File: src/common/wcp_defines.svh
// Constants for the word clock port control block
`ifndef WCP_DEFINES_SVH
`define WCP_DEFINES_SVH
`define WCP_CLK_PERIOD_NS 10
`define WCP_CLK_HZ 30'd100000000
`define WCP_LOSS_TIMEOUT_NS 100000
`define WCP_LOSS_TIMEOUT_CYC ((`WCP_LOSS_TIMEOUT_NS + `WCP_CLK_PERIOD_NS - 1) / `WCP_CLK_PERIOD_NS)
`define WCP_MIN_PERIOD_CYC 12'd500
`define WCP_MAX_PERIOD_CYC 12'd3300
`define WCP_OUT_TOGGLE_MAX 1600
`define WCP_RATE_RESET 18'd48000
`define WCP_RATE_SINGLE_MIN 18'd32000
`define WCP_RATE_SINGLE_MAX 18'd48000
`define WCP_RATE_DOUBLE_MAX 18'd96000
`define WCP_AUD_SHIFT 10
`define WCP_STD_RATES '{18'd32000, 18'd44100, 18'd48000, 18'd64000, 18'd88200, 18'd96000, \
    18'd128000, 18'd176400, 18'd192000}
`define WCP_NUM_STD 9
`define WCP_OFF_CTRL 8'h00
`define WCP_OFF_RATE 8'h04
`define WCP_OFF_STATUS 8'h08
`define WCP_OFF_CUR_RATE 8'h0c
`define WCP_OFF_INT_STAT 8'h10
`define WCP_OFF_INT_MASK 8'h14
`define WCP_CTRL_DIR_OUT 0
`define WCP_CTRL_SLAVE 1
`define WCP_CTRL_SINGLE 2
`define WCP_CTRL_SRC_EXT 3
`define WCP_CTRL_RESET 4'h0
`define WCP_INT_DETECT 0
`define WCP_INT_LOST 1
`define WCP_INT_LOCK 2
`define WCP_RESP_OKAY 2'b00
`define WCP_RESP_SLVERR 2'b10
`endif

File: src/common/wcp_pkg.sv
// Types for the word clock port control block
package wcp_pkg;
    typedef enum {CS_MASTER, CS_SLAVE, CS_FALLBACK} wcp_clk_state_type;
    typedef logic [17:0] wcp_rate_type;
    typedef logic [11:0] wcp_period_type;
endpackage : wcp_pkg

File: src/common/wcp_meas_if.sv
// Word clock measurement results passed to the controller
`timescale 1ns/1ps
interface wcp_meas_if;
    logic en;
    logic detect;
    logic valid;
    logic edge_p;
    logic lost_p;
    wcp_pkg::wcp_period_type period;
    modport meas (input en, output detect, output valid, output edge_p, output lost_p,
        output period);
    modport ctl (output en, input detect, input valid, input edge_p, input lost_p,
        input period);
endinterface : wcp_meas_if

File: src/rtl/wcp_ctrl.sv
// Word clock port control: direction, clock mode, fallback, output and audio clocks
//
// Overview of operation
// - The BNC port is either input or output, chosen by a control bit.
// - In output mode the word clock runs continuously at the current rate.
// - Master mode takes the output rate from the software rate register.
// - Slave mode outputs the rate of the selected external source.
// - On reference loss, fall back to master at the nearest standard rate.
// - Single speed clamp divides the output down into 32 to 48 kHz.
// - Regenerate an audio clock at 512 times the single speed rate (24.576 MHz at 48 kHz) locked to incoming word clock.
// - Light the detect indicator as soon as a word clock is seen.
// - Report word clock as current source only while its signal is valid.
// - A source select bit lets word clock be the followed reference.
// - Input accepts single, double or quad rate word clock automatically.
//
// Register access over AXI4-Lite and the register offsets were left to the implementer.
`timescale 1ns/1ps
`include "wcp_defines.svh"
module wcp_ctrl #(
    parameter int TIMEOUT_CYC = `WCP_LOSS_TIMEOUT_CYC
) (
    input wire logic aclk,
    input wire logic aresetn,
    input wire logic [7:0] s_axi_awaddr,
    input wire logic s_axi_awvalid,
    output logic s_axi_awready,
    input wire logic [31:0] s_axi_wdata,
    input wire logic [3:0] s_axi_wstrb,
    input wire logic s_axi_wvalid,
    output logic s_axi_wready,
    output logic [1:0] s_axi_bresp,
    output logic s_axi_bvalid,
    input wire logic s_axi_bready,
    input wire logic [7:0] s_axi_araddr,
    input wire logic s_axi_arvalid,
    output logic s_axi_arready,
    output logic [31:0] s_axi_rdata,
    output logic [1:0] s_axi_rresp,
    output logic s_axi_rvalid,
    input wire logic s_axi_rready,
    input wire logic wc_in,
    output logic wc_out,
    output logic wc_oe_n,
    input wire wcp_pkg::wcp_rate_type ext_src_rate,
    input wire logic ext_src_valid,
    output logic wordclk_detect_indicator,
    output logic audio_clk,
    output logic irq
);
    import wcp_pkg::*;
    localparam wcp_rate_type STD_RATES [0:`WCP_NUM_STD-1] = `WCP_STD_RATES;

    function automatic wcp_rate_type nearest_rate(input wcp_rate_type r);
        wcp_rate_type best;
        wcp_rate_type err;
        wcp_rate_type best_err;
        best = STD_RATES[0];
        best_err = 18'h3ffff;
        for (int i = 0; i < `WCP_NUM_STD; i++) begin
            err = (r > STD_RATES[i]) ? r - STD_RATES[i] : STD_RATES[i] - r;
            if (err < best_err) begin
                best_err = err;
                best = STD_RATES[i];
            end
        end
        return best;
    endfunction : nearest_rate

    function automatic wcp_rate_type rate_of_period(input wcp_period_type p);
        wcp_rate_type best;
        logic [29:0] prod;
        logic [29:0] err;
        logic [29:0] best_err;
        best = STD_RATES[0];
        best_err = 30'h3fffffff;
        for (int i = 0; i < `WCP_NUM_STD; i++) begin
            prod = 30'(STD_RATES[i]) * 30'(p);
            err = (prod > `WCP_CLK_HZ) ? prod - `WCP_CLK_HZ : `WCP_CLK_HZ - prod;
            if (err < best_err) begin
                best_err = err;
                best = STD_RATES[i];
            end
        end
        return best;
    endfunction : rate_of_period

    function automatic wcp_rate_type clamp_single(input wcp_rate_type r);
        if (r > `WCP_RATE_DOUBLE_MAX) begin
            return r >> 2;
        end else if (r > `WCP_RATE_SINGLE_MAX) begin
            return r >> 1;
        end
        return r;
    endfunction : clamp_single

    wcp_meas_if mi ();

    wcp_wc_meas #(
        .TIMEOUT_CYC(TIMEOUT_CYC)
    ) u_meas (
        .aclk(aclk),
        .aresetn(aresetn),
        .wc_in(wc_in),
        .mi(mi)
    );

    ////////////////////////////////////////////////////////////////////////////////
    // Register bus
    logic aw_full_q, aw_full_d, w_full_q, w_full_d, bvalid_q, bvalid_d, rvalid_q, rvalid_d;
    logic [7:0] aw_addr_q, aw_addr_d;
    logic [31:0] w_data_q, w_data_d, rdata_q, rdata_d, wmask;
    logic [1:0] bresp_q, bresp_d, rresp_q, rresp_d;
    logic [3:0] ctrl_q, ctrl_d;
    wcp_rate_type rate_q, rate_d;
    logic [2:0] int_stat_q, int_stat_d, int_mask_q, int_mask_d, int_ev;
    logic do_wr;
    logic [31:0] status_word;
    wcp_rate_type eff_rate_q, eff_rate_d, out_rate;
    wcp_clk_state_type st_q, st_d;
    logic src_ok, cur_src_word;

    assign s_axi_awready = !aw_full_q;
    assign s_axi_wready = !w_full_q;
    assign s_axi_bvalid = bvalid_q;
    assign s_axi_bresp = bresp_q;
    assign s_axi_arready = !rvalid_q;
    assign s_axi_rvalid = rvalid_q;
    assign s_axi_rdata = rdata_q;
    assign s_axi_rresp = rresp_q;

    always_comb begin
        for (int b = 0; b < 4; b++) begin
            wmask[b*8 +: 8] = {8{s_axi_wstrb[b]}};
        end
    end

    always_comb begin
        aw_full_d = aw_full_q;
        aw_addr_d = aw_addr_q;
        w_full_d = w_full_q;
        w_data_d = w_data_q;
        bvalid_d = bvalid_q;
        bresp_d = bresp_q;
        rvalid_d = rvalid_q;
        rdata_d = rdata_q;
        rresp_d = rresp_q;
        ctrl_d = ctrl_q;
        rate_d = rate_q;
        int_mask_d = int_mask_q;
        int_stat_d = int_stat_q;
        do_wr = aw_full_q && w_full_q && !bvalid_q;
        if (s_axi_awvalid && !aw_full_q) begin
            aw_full_d = 1'b1;
            aw_addr_d = s_axi_awaddr;
        end
        if (s_axi_wvalid && !w_full_q) begin
            w_full_d = 1'b1;
            w_data_d = (s_axi_wdata & wmask) | (w_data_q & ~wmask);
        end
        if (bvalid_q && s_axi_bready) begin
            bvalid_d = 1'b0;
        end
        if (do_wr) begin
            aw_full_d = 1'b0;
            w_full_d = 1'b0;
            bvalid_d = 1'b1;
            bresp_d = `WCP_RESP_OKAY;
            unique case ({aw_addr_q[7:2], 2'b00})
                `WCP_OFF_CTRL: ctrl_d = w_data_q[3:0];
                `WCP_OFF_RATE: rate_d = w_data_q[17:0];
                `WCP_OFF_INT_STAT: int_stat_d = int_stat_q & ~w_data_q[2:0];
                `WCP_OFF_INT_MASK: int_mask_d = w_data_q[2:0];
                `WCP_OFF_STATUS, `WCP_OFF_CUR_RATE: bresp_d = `WCP_RESP_OKAY;
                default: bresp_d = `WCP_RESP_SLVERR;
            endcase
        end
        // Hardware set wins over a clearing write in the same cycle
        int_stat_d = int_stat_d | int_ev;
        if (rvalid_q && s_axi_rready) begin
            rvalid_d = 1'b0;
        end
        if (s_axi_arvalid && !rvalid_q) begin
            rvalid_d = 1'b1;
            rresp_d = `WCP_RESP_OKAY;
            unique case ({s_axi_araddr[7:2], 2'b00})
                `WCP_OFF_CTRL: rdata_d = {28'h0000000, ctrl_q};
                `WCP_OFF_RATE: rdata_d = {14'h0000, rate_q};
                `WCP_OFF_STATUS: rdata_d = status_word;
                `WCP_OFF_CUR_RATE: rdata_d = {14'h0000, eff_rate_q};
                `WCP_OFF_INT_STAT: rdata_d = {29'h00000000, int_stat_q};
                `WCP_OFF_INT_MASK: rdata_d = {29'h00000000, int_mask_q};
                default: begin
                    rdata_d = 32'h00000000;
                    rresp_d = `WCP_RESP_SLVERR;
                end
            endcase
        end
    end

    always_ff @(posedge aclk) begin
        if (!aresetn) begin
            aw_full_q <= 1'b0;
            aw_addr_q <= 8'h00;
            w_full_q <= 1'b0;
            w_data_q <= 32'h00000000;
            bvalid_q <= 1'b0;
            bresp_q <= 2'b00;
            rvalid_q <= 1'b0;
            rdata_q <= 32'h00000000;
            rresp_q <= 2'b00;
            ctrl_q <= `WCP_CTRL_RESET;
            rate_q <= `WCP_RATE_RESET;
            int_stat_q <= 3'h0;
            int_mask_q <= 3'h0;
        end else begin
            aw_full_q <= aw_full_d;
            aw_addr_q <= aw_addr_d;
            w_full_q <= w_full_d;
            w_data_q <= w_data_d;
            bvalid_q <= bvalid_d;
            bresp_q <= bresp_d;
            rvalid_q <= rvalid_d;
            rdata_q <= rdata_d;
            rresp_q <= rresp_d;
            ctrl_q <= ctrl_d;
            rate_q <= rate_d;
            int_stat_q <= int_stat_d;
            int_mask_q <= int_mask_d;
        end
    end

    assign irq = |(int_stat_q & int_mask_q);

    ////////////////////////////////////////////////////////////////////////////////
    // Clock mode and rate selection
    wcp_rate_type src_rate, last_rate_q, last_rate_d;
    logic dir_out, word_sel, ind_q, ind_d;

    assign dir_out = ctrl_q[`WCP_CTRL_DIR_OUT];
    assign word_sel = !ctrl_q[`WCP_CTRL_SRC_EXT];
    assign mi.en = !dir_out;
    assign src_ok = word_sel ? mi.valid : ext_src_valid;
    assign src_rate = word_sel ? rate_of_period(mi.period) : ext_src_rate;
    assign cur_src_word = word_sel && !dir_out && mi.valid && (st_q == CS_SLAVE);
    assign out_rate = ctrl_q[`WCP_CTRL_SINGLE] ? clamp_single(eff_rate_q) : eff_rate_q;
    assign status_word = {24'h000000, 1'b0, (st_q != CS_SLAVE), (st_q == CS_FALLBACK),
        src_ok, cur_src_word, mi.valid, mi.detect, dir_out};

    always_comb begin
        st_d = st_q;
        eff_rate_d = eff_rate_q;
        last_rate_d = src_ok ? src_rate : last_rate_q;
        int_ev = 3'h0;
        // Detect rose: indicator register still holds the old detect
        int_ev[`WCP_INT_DETECT] = mi.detect && !ind_q;
        unique case (st_q)
            CS_MASTER: begin
                if (ctrl_q[`WCP_CTRL_SLAVE]) begin
                    st_d = src_ok ? CS_SLAVE : CS_FALLBACK;
                end
            end
            CS_SLAVE: begin
                if (!ctrl_q[`WCP_CTRL_SLAVE]) begin
                    st_d = CS_MASTER;
                end else if (!src_ok) begin
                    st_d = CS_FALLBACK;
                    int_ev[`WCP_INT_LOST] = 1'b1;
                end
            end
            CS_FALLBACK: begin
                if (!ctrl_q[`WCP_CTRL_SLAVE]) begin
                    st_d = CS_MASTER;
                end else if (src_ok) begin
                    st_d = CS_SLAVE;
                    int_ev[`WCP_INT_LOCK] = 1'b1;
                end
            end
        endcase
        unique case (st_d)
            CS_MASTER: eff_rate_d = rate_q;
            CS_SLAVE: eff_rate_d = src_rate;
            CS_FALLBACK: eff_rate_d = nearest_rate(last_rate_q);
        endcase
    end

    always_ff @(posedge aclk) begin
        if (!aresetn) begin
            st_q <= CS_MASTER;
            last_rate_q <= `WCP_RATE_RESET;
            eff_rate_q <= `WCP_RATE_RESET;
        end else begin
            st_q <= st_d;
            last_rate_q <= last_rate_d;
            eff_rate_q <= eff_rate_d;
        end
    end

    ////////////////////////////////////////////////////////////////////////////////
    // Output word clock and regenerated audio clock
    logic [29:0] wacc_q, wacc_d, wsum, aacc_q, aacc_d, asum;
    logic wclk_q, wclk_d, aclk_out_q, aclk_out_d, lock_edge;
    logic [10:0] idle_q, idle_d;

    assign lock_edge = mi.edge_p && word_sel && (st_q == CS_SLAVE);

    always_comb begin
        wsum = wacc_q + 30'({out_rate, 1'b0});
        asum = aacc_q + 30'({clamp_single(eff_rate_q), 10'h000});
        wacc_d = wsum;
        wclk_d = wclk_q;
        aacc_d = asum;
        aclk_out_d = aclk_out_q;
        ind_d = mi.detect;
        idle_d = idle_q;
        // Free running, never gated, while the port drives
        if (!dir_out) begin
            wacc_d = '0;
            wclk_d = 1'b0;
        end else if (wsum >= `WCP_CLK_HZ) begin
            wacc_d = wsum - `WCP_CLK_HZ;
            wclk_d = !wclk_q;
        end
        // Cycles since the output last toggled, saturating
        if (!dir_out || wclk_d != wclk_q) begin
            idle_d = 11'h000;
        end else if (idle_q != 11'h7ff) begin
            idle_d = idle_q + 11'h001;
        end
        if (lock_edge) begin
            aacc_d = '0;
            aclk_out_d = 1'b1;
        end else if (asum >= `WCP_CLK_HZ) begin
            aacc_d = asum - `WCP_CLK_HZ;
            aclk_out_d = !aclk_out_q;
        end
    end

    always_ff @(posedge aclk) begin
        if (!aresetn) begin
            wacc_q <= '0;
            wclk_q <= 1'b0;
            aacc_q <= '0;
            aclk_out_q <= 1'b0;
            ind_q <= 1'b0;
            idle_q <= 11'h000;
        end else begin
            wacc_q <= wacc_d;
            wclk_q <= wclk_d;
            aacc_q <= aacc_d;
            aclk_out_q <= aclk_out_d;
            ind_q <= ind_d;
            idle_q <= idle_d;
        end
    end

    assign wc_out = wclk_q;
    assign wc_oe_n = !dir_out;
    assign audio_clk = aclk_out_q;
    assign wordclk_detect_indicator = ind_q;
endmodule : wcp_ctrl

File: src/rtl/wcp_wc_meas.sv
// Word clock input edge detection, period measurement and loss timeout
`timescale 1ns/1ps
`include "wcp_defines.svh"
module wcp_wc_meas #(
    parameter int TIMEOUT_CYC = `WCP_LOSS_TIMEOUT_CYC
) (
    input wire logic aclk,
    input wire logic aresetn,
    input wire logic wc_in,
    wcp_meas_if.meas mi
);
    import wcp_pkg::*;
    localparam int CW = $clog2(TIMEOUT_CYC + 1);
    localparam logic [CW-1:0] TMO = CW'(TIMEOUT_CYC);

    if (TIMEOUT_CYC <= int'(`WCP_MAX_PERIOD_CYC)) begin : g_bad_timeout
        $error("TIMEOUT_CYC must exceed the longest word clock period");
    end

    logic prev_q, prev_d;
    logic [CW-1:0] cnt_q, cnt_d;
    wcp_period_type per_q, per_d, per_new, diff;
    logic det_q, det_d, val_q, val_d, edge_q, edge_d, lost_q, lost_d;
    logic in_range;

    always_comb begin
        prev_d = wc_in;
        cnt_d = cnt_q;
        per_d = per_q;
        det_d = det_q;
        val_d = val_q;
        edge_d = 1'b0;
        lost_d = 1'b0;
        in_range = (cnt_q >= CW'(`WCP_MIN_PERIOD_CYC)) && (cnt_q <= CW'(`WCP_MAX_PERIOD_CYC));
        per_new = in_range ? cnt_q[11:0] : 12'h000;
        diff = (per_new > per_q) ? per_new - per_q : per_q - per_new;
        if (!mi.en) begin
            cnt_d = '0;
            per_d = '0;
            det_d = 1'b0;
            val_d = 1'b0;
        end else if (wc_in && !prev_q) begin
            // Any speed in range is accepted; steady period marks it valid
            per_d = per_new;
            det_d = 1'b1;
            val_d = det_q && in_range && (per_q != 12'h000) && (diff <= (per_q >> 4));
            cnt_d = CW'(1);
            edge_d = 1'b1;
        end else if (cnt_q == TMO) begin
            det_d = 1'b0;
            val_d = 1'b0;
            per_d = '0;
            lost_d = det_q;
        end else begin
            cnt_d = cnt_q + CW'(1);
        end
    end

    always_ff @(posedge aclk) begin
        if (!aresetn) begin
            prev_q <= 1'b0;
            cnt_q <= '0;
            per_q <= '0;
            det_q <= 1'b0;
            val_q <= 1'b0;
            edge_q <= 1'b0;
            lost_q <= 1'b0;
        end else begin
            prev_q <= prev_d;
            cnt_q <= cnt_d;
            per_q <= per_d;
            det_q <= det_d;
            val_q <= val_d;
            edge_q <= edge_d;
            lost_q <= lost_d;
        end
    end

    assign mi.detect = det_q;
    assign mi.valid = val_q;
    assign mi.edge_p = edge_q;
    assign mi.lost_p = lost_q;
    assign mi.period = per_q;
endmodule : wcp_wc_meas

File: config.mk
export PLATFORM = sky130hd
export DESIGN_NAME = wcp_ctrl
export DESIGN_NICKNAME = d
export VERILOG_FILES = /design/src/common/wcp_pkg.sv /design/src/common/wcp_meas_if.sv /design/src/rtl/wcp_ctrl.sv /design/src/rtl/wcp_wc_meas.sv
export VERILOG_INCLUDE_DIRS = /design/src /design/src/common
export SDC_FILE = /design/constraint.sdc
export NUM_CORES = 2
export LEC_CHECK = 0
export BUFFER_PORTS_ARGS = -buffer_cell sky130_fd_sc_hd__buf_2
export CAP_MARGIN = 20
export CORE_ASPECT_RATIO = 1.2
export CORE_MARGIN = 5
export CORE_UTILIZATION = 50
export DETAILED_ROUTE_END_ITERATION = 10
export GPL_ROUTABILITY_DRIVEN = 0
export GPL_TIMING_DRIVEN = 0
export MAX_ROUTING_LAYER = met4
export PLACE_DENSITY = 0.78
export SLEW_MARGIN = 25
export SYNTH_ARGS = -nofsm -noshare
export SYNTH_HDL_FRONTEND = slang
export SYNTH_HIERARCHICAL = 1
export SYNTH_SLANG_ARGS = --single-unit
File: constraint.sdc
create_clock -name aclk -period 88.3 [get_ports aclk]
set_input_delay 13.245 -clock aclk [delete_from_list [all_inputs] [get_ports aclk]]
set_output_delay 13.245 -clock aclk [all_outputs]
set_load 0.05 [all_outputs]
==> impl_metrics.tcl <==
set metrics [dict create \
    finalSetupViolations 0 \
    dieWidth_um 274 \
    hold_viol 0 \
    r2r_cells 200 \
    cp_slowest_cell "clkbuf_1" \
    multi_input_area_um2 34400 \
    post-dp-hpwl_um 117000 \
    rsz0062_at_grt "false" \
    cts_buffers 21 \
    grt_start_max_net_pins 19 \
    arrival_ps 36730 \
    clk_path_buf_depth 3 \
    postCtsResizedCells 0 \
    routedWlPerCell_um 20.5 \
    core_area_um2 83200 \
    routed_wl_um 143000 \
    drive_above_1_share 0.0533 \
    die_y_um 326 \
    clkSlewWorstSetupHoldPaths_ps 70 \
    drtPass1Iterations 11 \
    via_per_inst 6.27 \
    drt_iter0_drc 5341 \
    antenna_found_initial 4 \
    placed_cell_area_um2 43600 \
    min_path_type "flip-flop to flip-flop" \
    timing.final.crit_share 0.412 \
    design_area_um2 44400 \
    grt_usage 0.312 \
    syn-cell-area_um2 41700 \
    fin_setup_tns_ps 0 \
    cts_setup_buffers 0 \
    yosys_warnings 6 \
    drc 1 \
    holdWs_ps 457 \
    io_buffers 85 \
    max_freq_mhz 27.5 \
    violations "DRC" \
    regArea_um2 4570 \
    drv_slew 0 \
    num_rows 116 \
    cts_max_level 1 \
    cp.required_ps 88680 \
    dr_total_vias 43963 \
    grt_pass1_wl_um 220000 \
    ctsRootBufferMaster "clkbuf_16" \
    ant_nets 0 \
    min_period_ps 36350 \
    nets 6633 \
    crit_fanout 11 \
    fillers 7972 \
    synth_cells 5747 \
    start_kind "flip-flop" \
    whs_path_depth 2 \
    overflow 0 \
    skew_ps 31.9 \
    start_util 0.502 \
    clk-insertion-delay-late_ps 530 \
    cts_hold_buffers 0 \
    pin_count 125 \
    run_status "complete, but fails checks" \
    clock-sinks 228 \
    tightest_slew_ps 1110 \
    placed_cells_incl_taps 6971 \
    area_growth_pct 6.44 \
    startpoint "last_rate_q[2]" \
    cts_tree "built" \
    postSynthAreaPerCell_um2 7.26 \
    drv_cap 0 \
    max_stage_delay_ps 700 \
    timing.critical_path.mode_cell "o21a_1" \
    dieArea_um2 89300 \
    instances_no_fill 7012 \
    end_kind "flip-flop" \
    slew_headroom 0.260 \
    r2r_start "last_rate_q[2]" \
    grt_pass1_vias 41340 \
    path_class "flip-flop to flip-flop" \
]
placed cells by master (no fill, tap or decap), drive strengths merged, types with 57 or more instances in the layout:
master / n
a211oi: 57
a21o: 145
a21oi: 524
a31oi: 71
and2: 74
buf: 159
clkbuf: 271
dfxtp: 228
fa: 108
ha: 573
inv: 396
mux2i: 109
nand2: 547
nand2b: 90
nand3: 152
nand4: 65
nor2: 534
nor2b: 86
nor3: 103
o21a: 114
o21ai: 357
xnor2: 392
xor2: 97
stage by stage:
step / util / setup WS [ps]
6_report: 0.534 / 51950
4_1_cts: 0.534 / 52710
5_1_grt: 0.534 / 49600
3_5_place_dp: 0.525 / 53010
3_3_place_gp: 0.524 / 53090
2_1_floorplan: - / 59330
routing by layer:
metal  routed length, µm  track usage
met1               53300        0.361
met2               63800        0.495
met3               12700       0.0460
met4               13700        0.225
met5                   0            -
registers in the layout, summed over array words and instances, names as in the netlist, 12 cells and up, named ones only:
signal / count
rate_q: 18
s_axi_rdata: 18
st_q: 32
u_meas/cnt_q: 14
wacc_q: 29
aacc_q: 22
u_meas/mi.period: 12
eff_rate_q: 18
last_rate_q: 18
final cells by class:
class / count / area share
well taps: 1121 / 0.0316
plain buffers: 315 / 0.0296
clock buffers: 30 / 0.0146
diodes: 3 / 0.000169
inverters: 404 / 0.0341
clock inverters: 8 / 0.00237
repair buffers: 85 / 0.00958
multi-input cells: 4818 / 0.775
flip-flops and latches: 228 / 0.103
worst paths after layout:
path	slack (ps)	to
hold / removal	460	flip-flop
setup reg to reg	51950	eff_rate_q[6]
setup / recovery	51950	eff_rate_q[6]
hold reg to reg	460	flip-flop
critical path: cells and delay by family, from the launching register on:
family / cells / cell delay (ps)
compound gates: 120 / 20490
fa+ha+maj: 9 / 2560
buf+inv: 19 / 6500
flops: 1 / 360
mux: 2 / 700
simple gates: 50 / 5430
Power is not shown: default switching activity piles up to over one toggle a cycle in this logic, so the estimate is an artifact.
